File: src/lssl_consts.svh
/*
 * Constants of the LED sink shift and latch controller: widths, status field
 * positions, reset values and timing counts.
 * Assumes inclusion by bare name from the package and controller files of the block.
 */
`ifndef LSSL_CONSTS_SVH
`define LSSL_CONSTS_SVH

`define LSSL_CHANNELS       16
`define LSSL_SHIFT_RESET    16'h0000
`define LSSL_LATCH_RESET    16'h0000
`define LSSL_STATUS_RESET   16'h0000
`define LSSL_TEMP_BIT       15
`define LSSL_CLK_PERIOD_PS  5000
`define LSSL_SHIFT_HOLD_NS  100
`define LSSL_SHIFT_HOLD_CYC ((`LSSL_SHIFT_HOLD_NS * 1000 + `LSSL_CLK_PERIOD_PS - 1) / `LSSL_CLK_PERIOD_PS)
`define LSSL_STAT_IRQ_OPEN  0
`define LSSL_STAT_IRQ_TEMP  1
`define LSSL_STAT_IRQ_EARLY 2
`define LSSL_IRQ_BITS       3

`endif

File: src/lssl_pkg.sv
/*
 * Types shared by the LED sink shift and latch controller.
 * Assumes the constants header is compiled with it.
 */
`include "lssl_consts.svh"

package lssl_pkg;
	typedef logic [`LSSL_CHANNELS-1:0] lssl_word_t;
	typedef logic [`LSSL_IRQ_BITS-1:0] lssl_irq_t;
endpackage

File: src/lssl_sync.sv
/*
 * Two-flop synchroniser with rising and falling edge detection.
 * Assumes the input is asynchronous to mclk.
 */
`timescale 1ns/1ps
`default_nettype none

module lssl_sync (
	// Clock, reset and enable.
	input  wire logic mclk,
	input  wire logic rst_n,
	input  wire logic clk_en,
	// Raw pin and conditioned outputs.
	input  wire logic pin_in,
	output logic      level,
	output logic      rise,
	output logic      fall
);
	logic meta_r;
	logic sync_r;
	logic prev_r;

	// Only sync_r reads meta_r, so no gate ever sees the metastable flop.
	always_ff @(posedge mclk or negedge rst_n) begin
		if (!rst_n) begin
			meta_r <= 1'b0;
			sync_r <= 1'b0;
			prev_r <= 1'b0;
		end else if (clk_en) begin
			meta_r <= pin_in;
			sync_r <= meta_r;
			prev_r <= sync_r;
		end
	end

	// Edges are one-cycle pulses while enabled.
	assign level = sync_r;
	assign rise  = clk_en & sync_r & ~prev_r;
	assign fall  = clk_en & ~sync_r & prev_r;
endmodule

`default_nettype wire

File: src/lssl_irq.sv
/*
 * Sticky event status with enable and write-one-to-clear, one level output.
 * Assumes event pulses and software strobes on mclk.
 */
`timescale 1ns/1ps
`default_nettype none

module lssl_irq (
	// Clock, reset and enable.
	input  wire logic              mclk,
	input  wire logic              rst_n,
	input  wire logic              clk_en,
	// Events and software controls.
	input  wire lssl_pkg::lssl_irq_t evt,
	input  wire lssl_pkg::lssl_irq_t clr,
	input  wire lssl_pkg::lssl_irq_t ena,
	// Status and request.
	output lssl_pkg::lssl_irq_t     status,
	output logic                    irq
);
	lssl_pkg::lssl_irq_t stat_r;
	lssl_pkg::lssl_irq_t stat_nxt;

	// A set arriving in the clearing cycle wins, so no event is lost.
	assign stat_nxt = (stat_r & ~clr) | evt;

	always_ff @(posedge mclk or negedge rst_n) begin
		if (!rst_n) begin
			stat_r <= '0;
		end else if (clk_en) begin
			stat_r <= stat_nxt;
		end
	end

	assign status = stat_r;
	assign irq    = |(stat_r & ena);
endmodule

`default_nettype wire

File: src/lssl_ctrl.sv
/*
 * Serial on/off control path of a 16-channel LED sink driver: shift register,
 * on/off latch, status capture, blanking, chain output and a small register port.
 * Assumes shift clock, latch strobe, blanking and data arrive as asynchronous pins
 * sampled by mclk, with the shift clock much slower than mclk.
 */
`timescale 1ns/1ps
`default_nettype none
`include "lssl_consts.svh"

module lssl_ctrl (
	// Clock, reset and enable.
	input  wire logic                 mclk,
	input  wire logic                 rst_n,
	input  wire logic                 clk_en,
	// Serial link pins.
	input  wire logic                 shift_clk,
	input  wire logic                 serial_data_in,
	input  wire logic                 latch_strobe,
	input  wire logic                 blank,
	output logic                      serial_data_out,
	// Analog-side status inputs.
	input  wire lssl_pkg::lssl_word_t led_open_flag,
	input  wire logic                 thermal_warning_flag,
	// Sink controls, one means the sink is on; then the captured status word.
	output lssl_pkg::lssl_word_t      current_sink_outputs,
	output lssl_pkg::lssl_word_t      status_info_latch,
	// Register port.
	input  wire logic [3:0]           reg_addr,
	input  wire logic [15:0]          reg_wdata,
	input  wire logic                 reg_wr,
	input  wire logic                 reg_rd,
	output logic [15:0]               reg_rdata,
	// Interrupt request.
	output logic                      irq
);
	localparam logic [3:0] ADDR_LATCH  = 4'h0;
	localparam logic [3:0] ADDR_SHIFT  = 4'h1;
	localparam logic [3:0] ADDR_STATUS = 4'h2;
	localparam logic [3:0] ADDR_IRQ_ST = 4'h3;
	localparam logic [3:0] ADDR_IRQ_EN = 4'h4;
	localparam logic [3:0] ADDR_IRQ_CL = 4'h5;
	localparam int unsigned HOLD_CYC = `LSSL_SHIFT_HOLD_CYC;

	logic                 sclk_rise;
	logic                 sdi_lvl;
	logic                 ltc_rise;
	logic                 blk_lvl;
	logic                 blk_rise;

	lssl_pkg::lssl_word_t shift_r, shift_nxt;
	lssl_pkg::lssl_word_t latch_r;
	lssl_pkg::lssl_word_t stat_hold_r;
	lssl_pkg::lssl_word_t stat_meta_r, stat_sync_r;
	lssl_pkg::lssl_word_t status_now;
	logic                 chain_r;
	logic [7:0]           hold_cnt_r;
	logic                 early_shift;
	lssl_pkg::lssl_irq_t  irq_en_r, irq_clr, irq_evt, irq_status;
	logic [15:0]          rdata_r, rdata_sel;

	// Register address match, shared by the write decodes and the read mux.
	function automatic logic addr_is(input logic [3:0] a, input logic [3:0] b);
		return a == b;
	endfunction

	// Pin conditioning for the four serial-side inputs.
	// Data and shift clock pass equal delays, so data set up before the edge is still valid.
	lssl_sync u_sclk (.mclk(mclk), .rst_n(rst_n), .clk_en(clk_en), .pin_in(shift_clk),
		.level(), .rise(sclk_rise), .fall());
	lssl_sync u_sdi (.mclk(mclk), .rst_n(rst_n), .clk_en(clk_en), .pin_in(serial_data_in),
		.level(sdi_lvl), .rise(), .fall());
	lssl_sync u_ltc (.mclk(mclk), .rst_n(rst_n), .clk_en(clk_en), .pin_in(latch_strobe),
		.level(), .rise(ltc_rise), .fall());
	lssl_sync u_blk (.mclk(mclk), .rst_n(rst_n), .clk_en(clk_en), .pin_in(blank),
		.level(blk_lvl), .rise(blk_rise), .fall());

	// The status pins are quasi-static analog flags; a plain two-flop bus suffices.
	always_ff @(posedge mclk or negedge rst_n) begin
		if (!rst_n) begin
			stat_meta_r <= `LSSL_STATUS_RESET;
			stat_sync_r <= `LSSL_STATUS_RESET;
		end else if (clk_en) begin
			stat_meta_r <= {thermal_warning_flag, led_open_flag[`LSSL_TEMP_BIT-1:0]};
			stat_sync_r <= stat_meta_r;
		end
	end

	// channel-aligned status
	// Open flags keep their channel slot; bit 15 carries the thermal warning instead.
	assign status_now = stat_sync_r;

	// status overwrite on latch
	// A latch strobe takes priority over a coincident shift edge.
	assign shift_nxt = ltc_rise  ? status_now :
	                   sclk_rise ? {shift_r[`LSSL_CHANNELS-2:0], sdi_lvl} : shift_r;

	always_ff @(posedge mclk or negedge rst_n) begin
		if (!rst_n) begin
			shift_r <= `LSSL_SHIFT_RESET;
		end else if (clk_en) begin
			shift_r <= shift_nxt;
		end
	end

	always_ff @(posedge mclk or negedge rst_n) begin
		if (!rst_n) begin
			latch_r <= `LSSL_LATCH_RESET;
		end else if (clk_en && ltc_rise) begin
			latch_r <= shift_r;
		end
	end

	always_ff @(posedge mclk or negedge rst_n) begin
		if (!rst_n) begin
			stat_hold_r <= `LSSL_STATUS_RESET;
		end else if (clk_en && blk_rise) begin
			stat_hold_r <= status_now;
		end
	end

	assign status_info_latch = blk_lvl ? `LSSL_STATUS_RESET : stat_hold_r;

	assign current_sink_outputs = blk_lvl ? {`LSSL_CHANNELS{1'b0}} : latch_r;

	// update on shift
	// Status loaded by the latch only shows after the next shift edge.
	always_ff @(posedge mclk or negedge rst_n) begin
		if (!rst_n) begin
			chain_r <= 1'b0;
		end else if (clk_en && sclk_rise) begin
			chain_r <= shift_nxt[`LSSL_CHANNELS-1];
		end
	end
	assign serial_data_out = chain_r;

	// shift hold monitor
	// A shift edge too soon after a latch is still taken, but flagged as an event.
	always_ff @(posedge mclk or negedge rst_n) begin
		if (!rst_n) begin
			hold_cnt_r <= 8'h00;
		end else if (clk_en) begin
			if (ltc_rise) begin
				hold_cnt_r <= HOLD_CYC[7:0];
			end else if (hold_cnt_r != 8'h00) begin
				hold_cnt_r <= hold_cnt_r - 8'h01;
			end
		end
	end
	assign early_shift = sclk_rise && (hold_cnt_r != 8'h00) && !ltc_rise;

	// Interrupt events: new open or thermal status captured, or early shift.
	assign irq_evt[`LSSL_STAT_IRQ_OPEN]  = blk_rise && (|status_now[`LSSL_TEMP_BIT-1:0]);
	assign irq_evt[`LSSL_STAT_IRQ_TEMP]  = blk_rise && status_now[`LSSL_TEMP_BIT];
	assign irq_evt[`LSSL_STAT_IRQ_EARLY] = early_shift;

	assign irq_clr = (reg_wr && addr_is(reg_addr, ADDR_IRQ_CL)) ?
	                 reg_wdata[`LSSL_IRQ_BITS-1:0] : '0;

	lssl_irq u_irq (.mclk(mclk), .rst_n(rst_n), .clk_en(clk_en), .evt(irq_evt),
		.clr(irq_clr), .ena(irq_en_r), .status(irq_status), .irq(irq));

	// Interrupt enable register.
	always_ff @(posedge mclk or negedge rst_n) begin
		if (!rst_n) begin
			irq_en_r <= '0;
		end else if (clk_en && reg_wr && addr_is(reg_addr, ADDR_IRQ_EN)) begin
			irq_en_r <= reg_wdata[`LSSL_IRQ_BITS-1:0];
		end
	end

	// Read decode; unmapped and write-only addresses read as zero.
	assign rdata_sel = addr_is(reg_addr, ADDR_LATCH)  ? latch_r :
	                   addr_is(reg_addr, ADDR_SHIFT)  ? shift_r :
	                   addr_is(reg_addr, ADDR_STATUS) ? stat_hold_r :
	                   addr_is(reg_addr, ADDR_IRQ_ST) ? {13'h0000, irq_status} :
	                   addr_is(reg_addr, ADDR_IRQ_EN) ? {13'h0000, irq_en_r} : 16'h0000;

	// Read data stand only in the cycle after the strobe.
	always_ff @(posedge mclk or negedge rst_n) begin
		if (!rst_n) begin
			rdata_r <= 16'h0000;
		end else if (clk_en) begin
			rdata_r <= reg_rd ? rdata_sel : 16'h0000;
		end
	end
	assign reg_rdata = rdata_r;

	AST_LATCH_COPY: assert property (@(posedge mclk) disable iff (!rst_n)
		(clk_en && ltc_rise) |=> (latch_r == $past(shift_r)))
		else $error("latch did not take shift register");

	AST_LATCH_KEEP: assert property (@(posedge mclk) disable iff (!rst_n)
		!(clk_en && ltc_rise) |=> $stable(latch_r))
		else $error("latch changed without a latch edge");

	AST_STATUS_LOAD: assert property (@(posedge mclk) disable iff (!rst_n)
		(clk_en && ltc_rise) |=> (shift_r == $past(status_now)))
		else $error("shift register did not take status");
	AST_SHIFT_IN: assert property (@(posedge mclk) disable iff (!rst_n)
		(clk_en && sclk_rise && !ltc_rise) |=> (shift_r[0] == $past(sdi_lvl)))
		else $error("serial input not captured into bit 0");
	AST_SHIFT_MOVE: assert property (@(posedge mclk) disable iff (!rst_n)
		(clk_en && sclk_rise && !ltc_rise) |=> (shift_r[15:1] == $past(shift_r[14:0])))
		else $error("shift register did not move toward MSB");

	AST_SHIFT_KEEP: assert property (@(posedge mclk) disable iff (!rst_n)
		!(clk_en && (sclk_rise || ltc_rise)) |=> $stable(shift_r))
		else $error("shift register changed without an edge");

	AST_HOLD_LOAD: assert property (@(posedge mclk) disable iff (!rst_n)
		(clk_en && ltc_rise) |=> (hold_cnt_r == HOLD_CYC[7:0]))
		else $error("shift hold window not started by latch");

	AST_EARLY_FLAG: assert property (@(posedge mclk) disable iff (!rst_n)
		(clk_en && early_shift) |=> irq_status[`LSSL_STAT_IRQ_EARLY])
		else $error("early shift not flagged");
	AST_BLANK_OFF: assert property (@(posedge mclk) disable iff (!rst_n)
		blk_lvl |-> (current_sink_outputs == 16'h0000))
		else $error("outputs on during blanking");
	AST_OUT_FOLLOW: assert property (@(posedge mclk) disable iff (!rst_n)
		!blk_lvl |-> (current_sink_outputs == latch_r))
		else $error("outputs differ from latch while not blanked");
	AST_SID_CAPTURE: assert property (@(posedge mclk) disable iff (!rst_n)
		(clk_en && blk_rise) |=> (stat_hold_r == $past(status_now)))
		else $error("status latch missed blanking edge");

	AST_SID_KEEP: assert property (@(posedge mclk) disable iff (!rst_n)
		!(clk_en && blk_rise) |=> $stable(stat_hold_r))
		else $error("status latch changed without blanking edge");

	AST_SID_SHOWN: assert property (@(posedge mclk) disable iff (!rst_n)
		!blk_lvl |-> (status_info_latch == stat_hold_r))
		else $error("status latch not shown while unblanked");

	AST_SID_BLANK: assert property (@(posedge mclk) disable iff (!rst_n)
		blk_lvl |-> (status_info_latch == 16'h0000))
		else $error("status latch shown during blanking");

	AST_SERIAL_DATA_OUT_MSB: assert property (@(posedge mclk) disable iff (!rst_n)
		(clk_en && sclk_rise && !ltc_rise) |=> (serial_data_out == shift_r[15]))
		else $error("serial output not the shift register MSB");
	AST_SERIAL_DATA_OUT_STABLE: assert property (@(posedge mclk) disable iff (!rst_n)
		!(clk_en && sclk_rise) |=> $stable(serial_data_out))
		else $error("serial output changed without a shift edge");

	// Read data must be zero outside the cycle after a read strobe.
	AST_RDATA_IDLE: assert property (@(posedge mclk) disable iff (!rst_n)
		(clk_en && !reg_rd) |=> (reg_rdata == 16'h0000))
		else $error("read data not zero without a read");

	// A latch read returns the latch as it stood at the strobe.
	AST_RDATA_LATCH: assert property (@(posedge mclk) disable iff (!rst_n)
		(clk_en && reg_rd && addr_is(reg_addr, ADDR_LATCH)) |=> (reg_rdata == $past(latch_r)))
		else $error("latch read returned wrong data");

	// An enable write lands in the next cycle.
	AST_EN_WRITE: assert property (@(posedge mclk) disable iff (!rst_n)
		(clk_en && reg_wr && addr_is(reg_addr, ADDR_IRQ_EN)) |=>
		(irq_en_r == $past(reg_wdata[2:0])))
		else $error("interrupt enable write lost");
endmodule

`default_nettype wire

File: config.mk
export PLATFORM = sky130hd
export DESIGN_NAME = lssl_ctrl
export DESIGN_NICKNAME = d
export VERILOG_FILES = /design/src/lssl_pkg.sv /design/src/lssl_sync.sv /design/src/lssl_irq.sv /design/src/lssl_ctrl.sv
export VERILOG_INCLUDE_DIRS = /design/src
export SDC_FILE = /design/constraint.sdc
export NUM_CORES = 1
export LEC_CHECK = 0
export ABC_AREA = 1
export ABC_CLOCK_PERIOD_IN_PS = 2000
export BUFFER_PORTS_ARGS = -buffer_cell sky130_fd_sc_hd__buf_2
export CAP_MARGIN = 20
export CORE_MARGIN = 2
export CORE_UTILIZATION = 45
export CTS_CLUSTER_DIAMETER = 150
export DETAILED_ROUTE_END_ITERATION = 7
export GPL_ROUTABILITY_DRIVEN = 0
export PLACE_DENSITY_LB_ADDON = 0.08
export SYNTH_ARGS = -nofsm -noshare
export SYNTH_HDL_FRONTEND = slang
export SYNTH_SLANG_ARGS = --single-unit
File: constraint.sdc
create_clock -name mclk -period 2 [get_ports mclk]
set_input_delay 0.1 -clock mclk [delete_from_list [all_inputs] [get_ports mclk]]
set_output_delay 0.1 -clock mclk [all_outputs]
set_load 0.05 [all_outputs]
# Yosys cells after proc, flatten, opt, wreduce, memory -nomap -nowiden
# Cells that the tools add are included.
# word_totals
ff_bits	122
out_inout_bits	50
n_memories	0
ramBits	0
latchBits	0
mem_bits_ro	0
# classes
div_mod_pow	0
n_lt_le_gt_ge	0
n_addsub	1
multipliers	0
shifts	0
bitwise_logic	13
eq_ne	5
muxes	13
n_reduce_logical	19
# op_table
operator	n
2-to-1 mux 16 bit	8
2-to-1 mux 8 bit	2
OR reduction 15 bit	1
logical AND 1 bit	10
2-to-1 mux 3 bit	3
equality test 4 x 2 -> 1 bit, second input constant	2
equality test 4 x 3 -> 1 bit, second input constant	2
nonzero test 8 bit	1
subtractor 8 x 1 -> 8 bit, second input constant	1
bitwise AND 1 bit	6
bitwise AND 3 bit	2
equality test 4 x 1 -> 1 bit, second input constant	1
zero test 4 bit	1
AND reduction 2 bit	2
nonzero test 2 bit	2
NOT 1 bit	3
NOT 3 bit	1
bitwise OR 3 bit	1
OR reduction 3 bit	1
zero test 1 bit	1

# Logic depth before layout (Yosys ltp)
# Gate-level depths: netlist of run 1.
# depth
word_depth	7
mapped_depth	9
depth_no_buf	9

# Modules after synthesis
# A second synthesis of run 1 with hierarchy kept.
# unflattened
cells_unflattened	775
area_unflattened_um2	6074.6
# modules_own_cells
module	seq_area_each_um2	instances	area_each_um2	cells_each
lssl_ctrl	2702.6	1	5412.7	684
lssl_sync	75.1	4	131.4	18
lssl_irq	75.1	1	136.4	19

# Worst setup path before layout of run 1
# No wires, ideal clock.
# synth_timing
path_type	flip-flop to output port
startpoint	register u_blk.sync_r (netlist: u_blk.level)
endpoint	output current_sink_outputs[0]
path_slack_ns	0.552
path_stages_with_launch	4
path_buffers	2
required_ns	1.900
arrival_ns	1.348
path_cell_list	dfrtp_1 buf_2 clkbuf_1 nor2_1
# synth_between
elab_chain_cells	1
# synth_lines
element	line_no	source
from (decl)	lssl_sync.sv:20	logic sync_r;
from (signal assigned)	lssl_sync.sv:31	sync_r <= meta_r;
2-to-1 mux 16 bit	lssl_ctrl.sv:124	assign current_sink_outputs = blk_lvl ? {`LSSL_CHANNELS{1'b0}} : latch_r;
to (decl)	lssl_ctrl.sv:26	output lssl_pkg::lssl_word_t current_sink_outputs,
# No other way between the ends.

# Worst setup path in the final report of run 1
# layout_timing
startpoint	register u_blk.sync_r (netlist: u_blk.level)
endpoint	output status_info_latch[7]
# layout_between
elab_chain_cells	1
# layout_lines
element	line_no	source
2-to-1 mux 16 bit	lssl_ctrl.sv:122	assign status_info_latch = blk_lvl ? `LSSL_STATUS_RESET : stat_hold_r;
to (decl)	lssl_ctrl.sv:27	output lssl_pkg::lssl_word_t status_info_latch,
# No other way between the ends.

==> load_flow_metrics.sql, run 1 <==
INSERT INTO impl_metrics (metric_group, metric, value, unit) VALUES
('drt', 'initialDrtViolationCount', '314', ''),
('layout', 'layout.cells.non_filler', '1011', ''),
('grt', 'grt_antenna_before_repair', '0', ''),
('place', 'portBuffers', '81', ''),
('power_and_ir_drop', 'vdd_ir_drop_max', '0.000460', 'V'),
('clocking', 'cts_htree_levels', '4', ''),
('setup_path', 'start_kind', 'register', ''),
('timing', 'final_clock_period_utilization_by_the_worst_path', '83.4', '%'),
('setup_path', 'worstPathBufferInverterCount', '2', ''),
('setup_path', 'worst-path-stages', '3', ''),
('timing', 'timing.setup.tns', '0', 'ns'),
('setup_path', 'slowest_stage', 'dfrtp_1', ''),
('synth', 'ys_types', '30', ''),
('outcome', 'outcome', 'finished clean', ''),
('synth', 'synth_nets', '776', ''),
('clocking', 'clock_sink_count', '122', ''),
('drt', 'route.detailed.wl_per_inst', '13.1', 'µm'),
('timing', 'fin_worst_skew', '0.00603', 'ns'),
('setup_path', 'top_delay_family_on_crit_path', 'buffers and inverters', ''),
('layout', 'antenna-diode-count', '0', ''),
('drt', 'finalWirelength', '13200', 'µm'),
('clocking', 'path_clk_slew', '0.05', 'ns'),
('floorplan', 'ioPinCount', '96', ''),
('setup_path', 'cp_cell_sequence', 'buf_12 -> nor2_1 -> buf_2', ''),
('setup_path', 'rrSetupSlack', '0.39', 'ns'),
('clocking', 'cts_tree', 'yes', ''),
('layout', 'layout-drive-gt1-share', '18.2', '%'),
('clocking', 'cts_root_buf', 'clkbuf_16', ''),
('place', 'place.detailed.hpwl', '9070', 'µm'),
('floorplan', 'core_area', '0.0126', 'mm²'),
('setup_path', 'timing.critical_path.fanout_max', '28', ''),
('setup_path', 'endpoint_kind', 'output pin', ''),
('grt', 'grt_pass1_wl', '22400', 'µm'),
('grt', 'grt_usage', '20.3', '%'),
('timing', 'hold_viol', '0', ''),
('clocking', 'post-cts-setup-buffer-count', '0', ''),
('setup_path', 'critical-path-max-stage-delay', '0.49', 'ns'),
('setup_path', 'category_of_the_critical_setup_timing_path', 'register to output pin', ''),
('timing', 'fmax_achieved', '599', 'MHz'),
('clocking', 'cts_buffers', '17', ''),
('layout', 'layout_commonest_cell', 'nand2_1', ''),
('timing', 'drv_slew', '0', ''),
('synth', 'avgSynthCellArea', '7.99', 'µm²'),
('layout', 'finalInstanceArea', '0.00711', 'mm²'),
('min_path', 'hold_path.class', 'primary input to register', ''),
('setup_path', 'worstSetupEndpoint', 'status_info_latch[7]', ''),
('place', 'numPlacedInstances', '959', ''),
('clocking', 'clk-insertion-delay-late', '0.41', 'ns'),
('layout', 'num-fill-cells', '1204', ''),
('drt', 'route.antenna.remaining_nets', '0', ''),
('drt', 'num_vias', '4790', ''),
('setup_path', 'critical_path.reg2reg.endpoint', 'shift_r[1]', ''),
('timing', 'setup-violations-final', '0', ''),
('timing', 'final_period_minus_worst_setup_slack', '1.67', 'ns'),
('layout', 'area_of_combinational_cells_with_multiple_inputs', '0.00216', 'mm²'),
('floorplan', 'die_area', '0.0139', 'mm²'),
('layout', 'syn2layout_area_growth', '22.3', '%'),
('layout', 'seqCellArea', '0.00305', 'mm²'),
('timing', 'worst-slew-pin-transition', '0.585', 'ns'),
('drt', 'drc', '0', ''),
('job', 'maxCapViolations', '0', ''),
('floorplan', 'floorplan.die.width', '118', 'µm'),
('synth', 'post_synth_instance_area', '0.00582', 'mm²'),
('drt', 'drt-pass1-iter-count', '5', ''),
('grt', 'number_of_global_route_vias_before_repair', '4561', ''),
('setup_path', 'worst_setup_path_startpoint', 'u_blk.level', ''),
('setup_path', 'r2r_start', 'u_ltc.level', ''),
('setup_path', 'worst_r2r_path_depth', '7', ''),
('layout', 'layout.core_utilization', '56.4', '%'),
('clocking', 'cts.path.max_buffers', '2', ''),
('timing', 'grt_setup_unrepaired', 'no', '');
[power by group]
part / internal [mW] / switching [mW]
Sequential: 3.03 / 0.437
Clock: 1.71 / 0.979
Combinational: 0.673 / 1.77
Total: 5.42 / 3.19
[how the worst min path moves through the flow]
| stage | slack [ns] | to | start | cells past startpoint |
|---|---|---|---|---|
| final | 0.08 | u_irq.status[1] | reg_wr | 4 |
| after global placement | 0.14 | reg_rdata[10] | rst_n | 1 |
| after detailed placement | 0.14 | reg_rdata[10] | rst_n | 1 |
| after CTS | 0.07 | stat_sync_r[15] | clk_en | 3 |
| after global routing | 0.11 | u_irq.status[2] | reg_wr | 4 |
| after floorplan | -0.20 | hold_cnt_r[0] | rst_n | 0 |
[layout make-up]
| class | count | share of cell area (%) |
|---|---|---|
| inverters | 107 | 5.65 |
| well taps | 172 | 3.03 |
| repair buffers | 115 | 10.7 |
| clock buffers | 26 | 7.16 |
| multi-input cells | 467 | 30.4 |
| flip-flops and latches | 122 | 42.9 |
| clock inverters | 2 | 0.176 |
[flip-flops by register name, indices dropped and copies added, names as in the netlist, 3 cells and up]
| name | cells |
|---|---|
| hold_cnt_r | 8 |
| irq_en_r | 3 |
| latch_r | 16 |
| reg_rdata | 16 |
| shift_r | 16 |
| stat_hold_r | 16 |
| stat_meta_r | 16 |
| stat_sync_r | 16 |
| u_irq.status | 3 |
[worst register-to-register path, stage by stage, from the launching register on]
cell and delay [ns]:
dfrtp_1 0.40, nand2_4 0.11, nor2_8 0.03, inv_2 0.36, nand2_2 0.29, inv_1 0.18, nand2_1 0.07, o211ai_1 0.09
[per-stage QoR]
stage / setup slack (ns) / hold WS (ns)
2_1_floorplan: 0.552 / -0.196
3_3_place_gp: 0.445 / 0.139
3_5_place_dp: 0.401 / 0.142
4_1_cts: 0.291 / 0.0720
5_1_grt: 0.264 / 0.105
6_report: 0.331 / 0.0776
[timing repair]
item | in CTS | in global routing
endpoints found under the hold margin | 64 | 0
hold buffers | 24 | 0
resized for setup | 0 | 0
setup endpoints to repair | 0 | 0
[kinds of logic (layout without fill, tap and decap cells)]
logic type      Yosys count  in the layout  share of synthesized area [%]
simple gates            366            366                           27.0
buf+inv                 139            250                           10.4
flops                   122            122                           52.5
compound gates           98             98                           9.53
fa+ha+maj                 2              2                          0.430
xor+xnor                  1              1                          0.151
[layer usage]
| metal | up-vias | part of all wire (%) | global-route usage, % |
|---|---|---|---|
| met1 | 2196 | 50 | 29.2 |
| li1 | 2461 | - | - |
| met5 | - | 0 | 0 |
| met3 | 15 | 4.6 | 4.60 |
| met2 | 118 | 44 | 30.4 |
| met4 | 0 | 1.2 | 6.63 |
[synth_stat cells]
library cell	count	area share, %
a21oi_1	1	0.086
and2_4	1	0.15
buf_1	3	0.19
buf_12	1	0.34
buf_2	10	0.86
buf_4	3	0.39
buf_6	4	0.77
buf_8	1	0.26
clkbuf_1	9	0.58
clkbuf_2	1	0.086
dfrtp_1	122	52
ha_1	2	0.43
inv_1	102	6.6
inv_2	5	0.32
nand2_1	256	17
nand2_2	14	1.5
nand2_4	1	0.19
nand3_1	24	2.1
nand3_2	8	1.4
nand4_1	11	1.2
nor2_1	43	2.8
nor2_2	5	0.54
nor2_4	2	0.39
nor2_8	1	0.34
o211ai_1	6	0.77
o21ai_0	77	6.6
o21ai_1	1	0.086
o21ai_2	1	0.15
o221ai_1	12	1.8
xor2_1	1	0.15
Power figures use the tool's default switching activity.
==> run 2: changes to the inputs <==
--- a/config.mk
+++ b/config.mk
@@ -7,7 +7,7 @@
 export NUM_CORES = 1
 export LEC_CHECK = 0
 export ABC_AREA = 1
-export ABC_CLOCK_PERIOD_IN_PS = 2000
+export ABC_CLOCK_PERIOD_IN_PS = 1600
 export BUFFER_PORTS_ARGS = -buffer_cell sky130_fd_sc_hd__buf_2
 export CAP_MARGIN = 20
 export CORE_MARGIN = 2
==> constraint.sdc (replaced) <==
create_clock -name mclk -period 1.6 [get_ports mclk]
set_input_delay 0.08 -clock mclk [delete_from_list [all_inputs] [get_ports mclk]]
set_output_delay 0.08 -clock mclk [all_outputs]
set_load 0.05 [all_outputs]
==> load_flow_metrics.sql, run 2 (synthesis gave the netlist of run 1 again) <==
INSERT INTO impl_metrics (metric_group, metric, value, unit) VALUES
('outcome', 'outcome', 'finished clean', ''),
('floorplan', 'die_area', '0.0139', 'mm²'),
('power_and_ir_drop', 'swShare', '34.5', '%'),
('place', 'numPlacedInstances', '963', ''),
('power_and_ir_drop', 'netSwitchingPower', '4.05', 'mW'),
('layout', 'layout.core_utilization', '58.1', '%'),
('place', 'place.detailed.hpwl', '9030', 'µm'),
('power_and_ir_drop', 'power.clock.fraction', '36.9', '%'),
('place', 'portBuffers', '81', ''),
('layout', 'layout-drive-gt1-share', '19.2', '%'),
('power_and_ir_drop', 'p_leak', '3.96', 'nW'),
('setup_path', 'endpoint_kind', 'output pin', ''),
('grt', 'grt_usage', '20.4', '%'),
('timing', 'setup-violations-final', '0', ''),
('grt', 'grt_max_degree', '60', ''),
('layout', 'syn2layout_area_growth', '26.1', '%'),
('setup_path', 'category_of_the_critical_setup_timing_path', 'register to output pin', ''),
('floorplan', 'floorplan.initialDensity', '46.1', '%'),
('drt', 'drc', '0', ''),
('power_and_ir_drop', 'share_seq_of_total_power', '36.8', '%'),
('power_and_ir_drop', 'power-per-cell-area', '1600', 'mW/mm²'),
('power_and_ir_drop', 'vdd_ir_drop_max', '0.000720', 'V'),
('setup_path', 'r2r_start', 'hold_cnt_r[0]', ''),
('timing', 'fmax_achieved', '640', 'MHz'),
('min_path', 'holdPathStages', '4', ''),
('timing', 'hold_viol', '0', ''),
('layout', 'antenna-diode-count', '0', ''),
('drt', 'number_of_vias_per_cell', '4.70', ''),
('min_path', 'worst_hold_start', 'reg_wr', ''),
('grt', 'number_of_global_route_vias_before_repair', '4673', ''),
('power_and_ir_drop', 'cellInternalPower', '7.69', 'mW'),
('min_path', 'hold-path-endpoint', 'u_irq.status[1]', ''),
('floorplan', 'floorplan.die.width', '118', 'µm'),
('layout', 'number_of_nets_in_the_final_layout', '883', ''),
('clocking', 'cts_buffers', '17', ''),
('timing', 'worst_slack', '0.0371', 'ns'),
('grt', 'grt_antenna_before_repair', '0', ''),
('clocking', 'cts.path.max_buffers', '2', ''),
('drt', 'route.antenna.remaining_nets', '0', ''),
('drt', 'initialDrtViolationCount', '408', ''),
('setup_path', 'critPathRequiredTime', '1.52', 'ns'),
('floorplan', 'ioPinCount', '96', ''),
('grt', 'grt_pass1_wl', '22600', 'µm'),
('setup_path', 'start_kind', 'register', ''),
('timing', 'final_period_minus_worst_setup_slack', '1.56', 'ns'),
('clocking', 'clock_sink_count', '122', ''),
('layout', 'layout.cells.most_common_list', '256 x nand2_1, 122 x dfrtp_1, 101 x inv_1', ''),
('clocking', 'clk-insertion-delay-late', '0.41', 'ns'),
('place', 'dp_slack', '0.168', 'ns'),
('floorplan', 'standard_cell_row_count', '41', ''),
('setup_path', 'worst_r2r_path_depth', '7', ''),
('clocking', 'post-cts-setup-buffer-count', '0', ''),
('drt', 'drt-pass1-iter-count', '5', ''),
('timing', 'fin_worst_skew', '0.00373', 'ns'),
('timing', 'max-slew-margin-rel', '66.5', '%'),
('grt', 'grt-ovfl-total', '0', ''),
('setup_path', 'rrSetupSlack', '0.16', 'ns'),
('floorplan', 'core_area', '0.0126', 'mm²'),
('job', 'maxCapViolations', '0', ''),
('clocking', 'cts_tree', 'yes', ''),
('setup_path', 'critical_path.reg2reg.endpoint', 'hold_cnt_r[4]', ''),
('clocking', 'path_clk_slew', '0.05', 'ns'),
('timing', 'drv_slew', '0', ''),
('setup_path', 'timing.critical_path.fanout_max', '32', ''),
('floorplan', 'vertical_die_dimension', '118', 'µm'),
('drt', 'finalWirelength', '13100', 'µm'),
('drt', 'num_vias', '4789', ''),
('min_path', 'hold_path.class', 'primary input to register', ''),
('layout', 'layout.cells.non_filler', '1020', ''),
('setup_path', 'worstPathArrival', '1.48', 'ns'),
('clocking', 'cts_htree_levels', '4', ''),
('power_and_ir_drop', 'share_comb_of_total_power', '26.4', '%'),
('timing', 'worst-slew-pin-transition', '0.500', 'ns'),
('timing', 'final_clock_period_utilization_by_the_worst_path', '97.7', '%'),
('clocking', 'cts_root_buf', 'clkbuf_16', ''),
('layout', 'layout_commonest_cell', 'nand2_1', ''),
('drt', 'route.detailed.wl_per_inst', '12.8', 'µm'),
('timing', 'holdWs', '0.0711', 'ns');
## run 2: changes by cell type in the layout (fill, tap and decap cells not counted), sizes merged
cell	before	now
clkbuf	26	33
bufinv	0	5
buf	91	88
dlygate4sd3	24	25
inv	107	106
## run 2: layer usage
metal	GRT usage, %	share of wire (%)	vias to the layer above
met5	0	0	-
met4	7.45	1.6	0
met3	4.75	4.2	18
met2	30.2	44	102
met1	29.2	50	2187
li1	-	-	2482
## run 2: through the flow
stage / total power, mW / TNS (ns) / cell area [µm²]
CTS: 11.8 / 0 / 7310
floorplan: 6.52 / 0 / 5820
finish: 11.7 / 0 / 7330
detailed placement: 7.37 / 0 / 6370
global route: 12.4 / -0.0298 / 7330
global placement: 7.30 / 0 / 6370
## run 2: layout make-up
type | count | area, µm²
fill | 1207 | 5290
sequential | 122 | 3050
multi-input combinational | 467 | 2160
timing repair buffer | 120 | 826
clock buffer | 26 | 519
inverter | 107 | 405
tap | 172 | 215
clock inverter | 6 | 155
## run 2: how the worst max path moves through the flow
stage	from	to	slack [ns]	cells past startpoint
after detailed placement	hold_cnt_r[0]	hold_cnt_r[4]	0.17	7
after global placement	hold_cnt_r[0]	hold_cnt_r[4]	0.20	7
after global routing	u_blk.level	current_sink_outputs[1]	-0.03	3
after CTS	u_blk.level	status_info_latch[0]	0.02	3
after floorplan	u_blk.level	current_sink_outputs[0]	0.17	3
final	u_blk.level	current_sink_outputs[9]	0.04	3
## run 2: what timing repair did
| action | 4_1_cts | 5_1_grt |
|---|---|---|
| endpoints found under the hold margin | 149 | 0 |
| gates resized for setup | 6 | 9 |
| setup endpoints to repair | 15 | 11 |
| hold buffers | 25 | 0 |
## run 2: critical path: stages, from the launching register on
cell     delay [ns]
dfrtp_1        0.43
buf_6          0.21
nor2_1         0.14
buf_2          0.28
## run 2: power by group through the flow
| stage | clock [mW] | combinational, mW | sequential [mW] |
|---|---|---|---|
| 2_1_floorplan | 0 | 2.22 | 4.31 |
| 4_1_cts | 4.40 | 3.09 | 4.32 |
| 5_1_grt | 4.57 | 3.43 | 4.42 |
| 6_report | 4.33 | 3.10 | 4.32 |
| 3_3_place_gp | 0 | 2.96 | 4.34 |
| 3_5_place_dp | 0 | 3.01 | 4.36 |
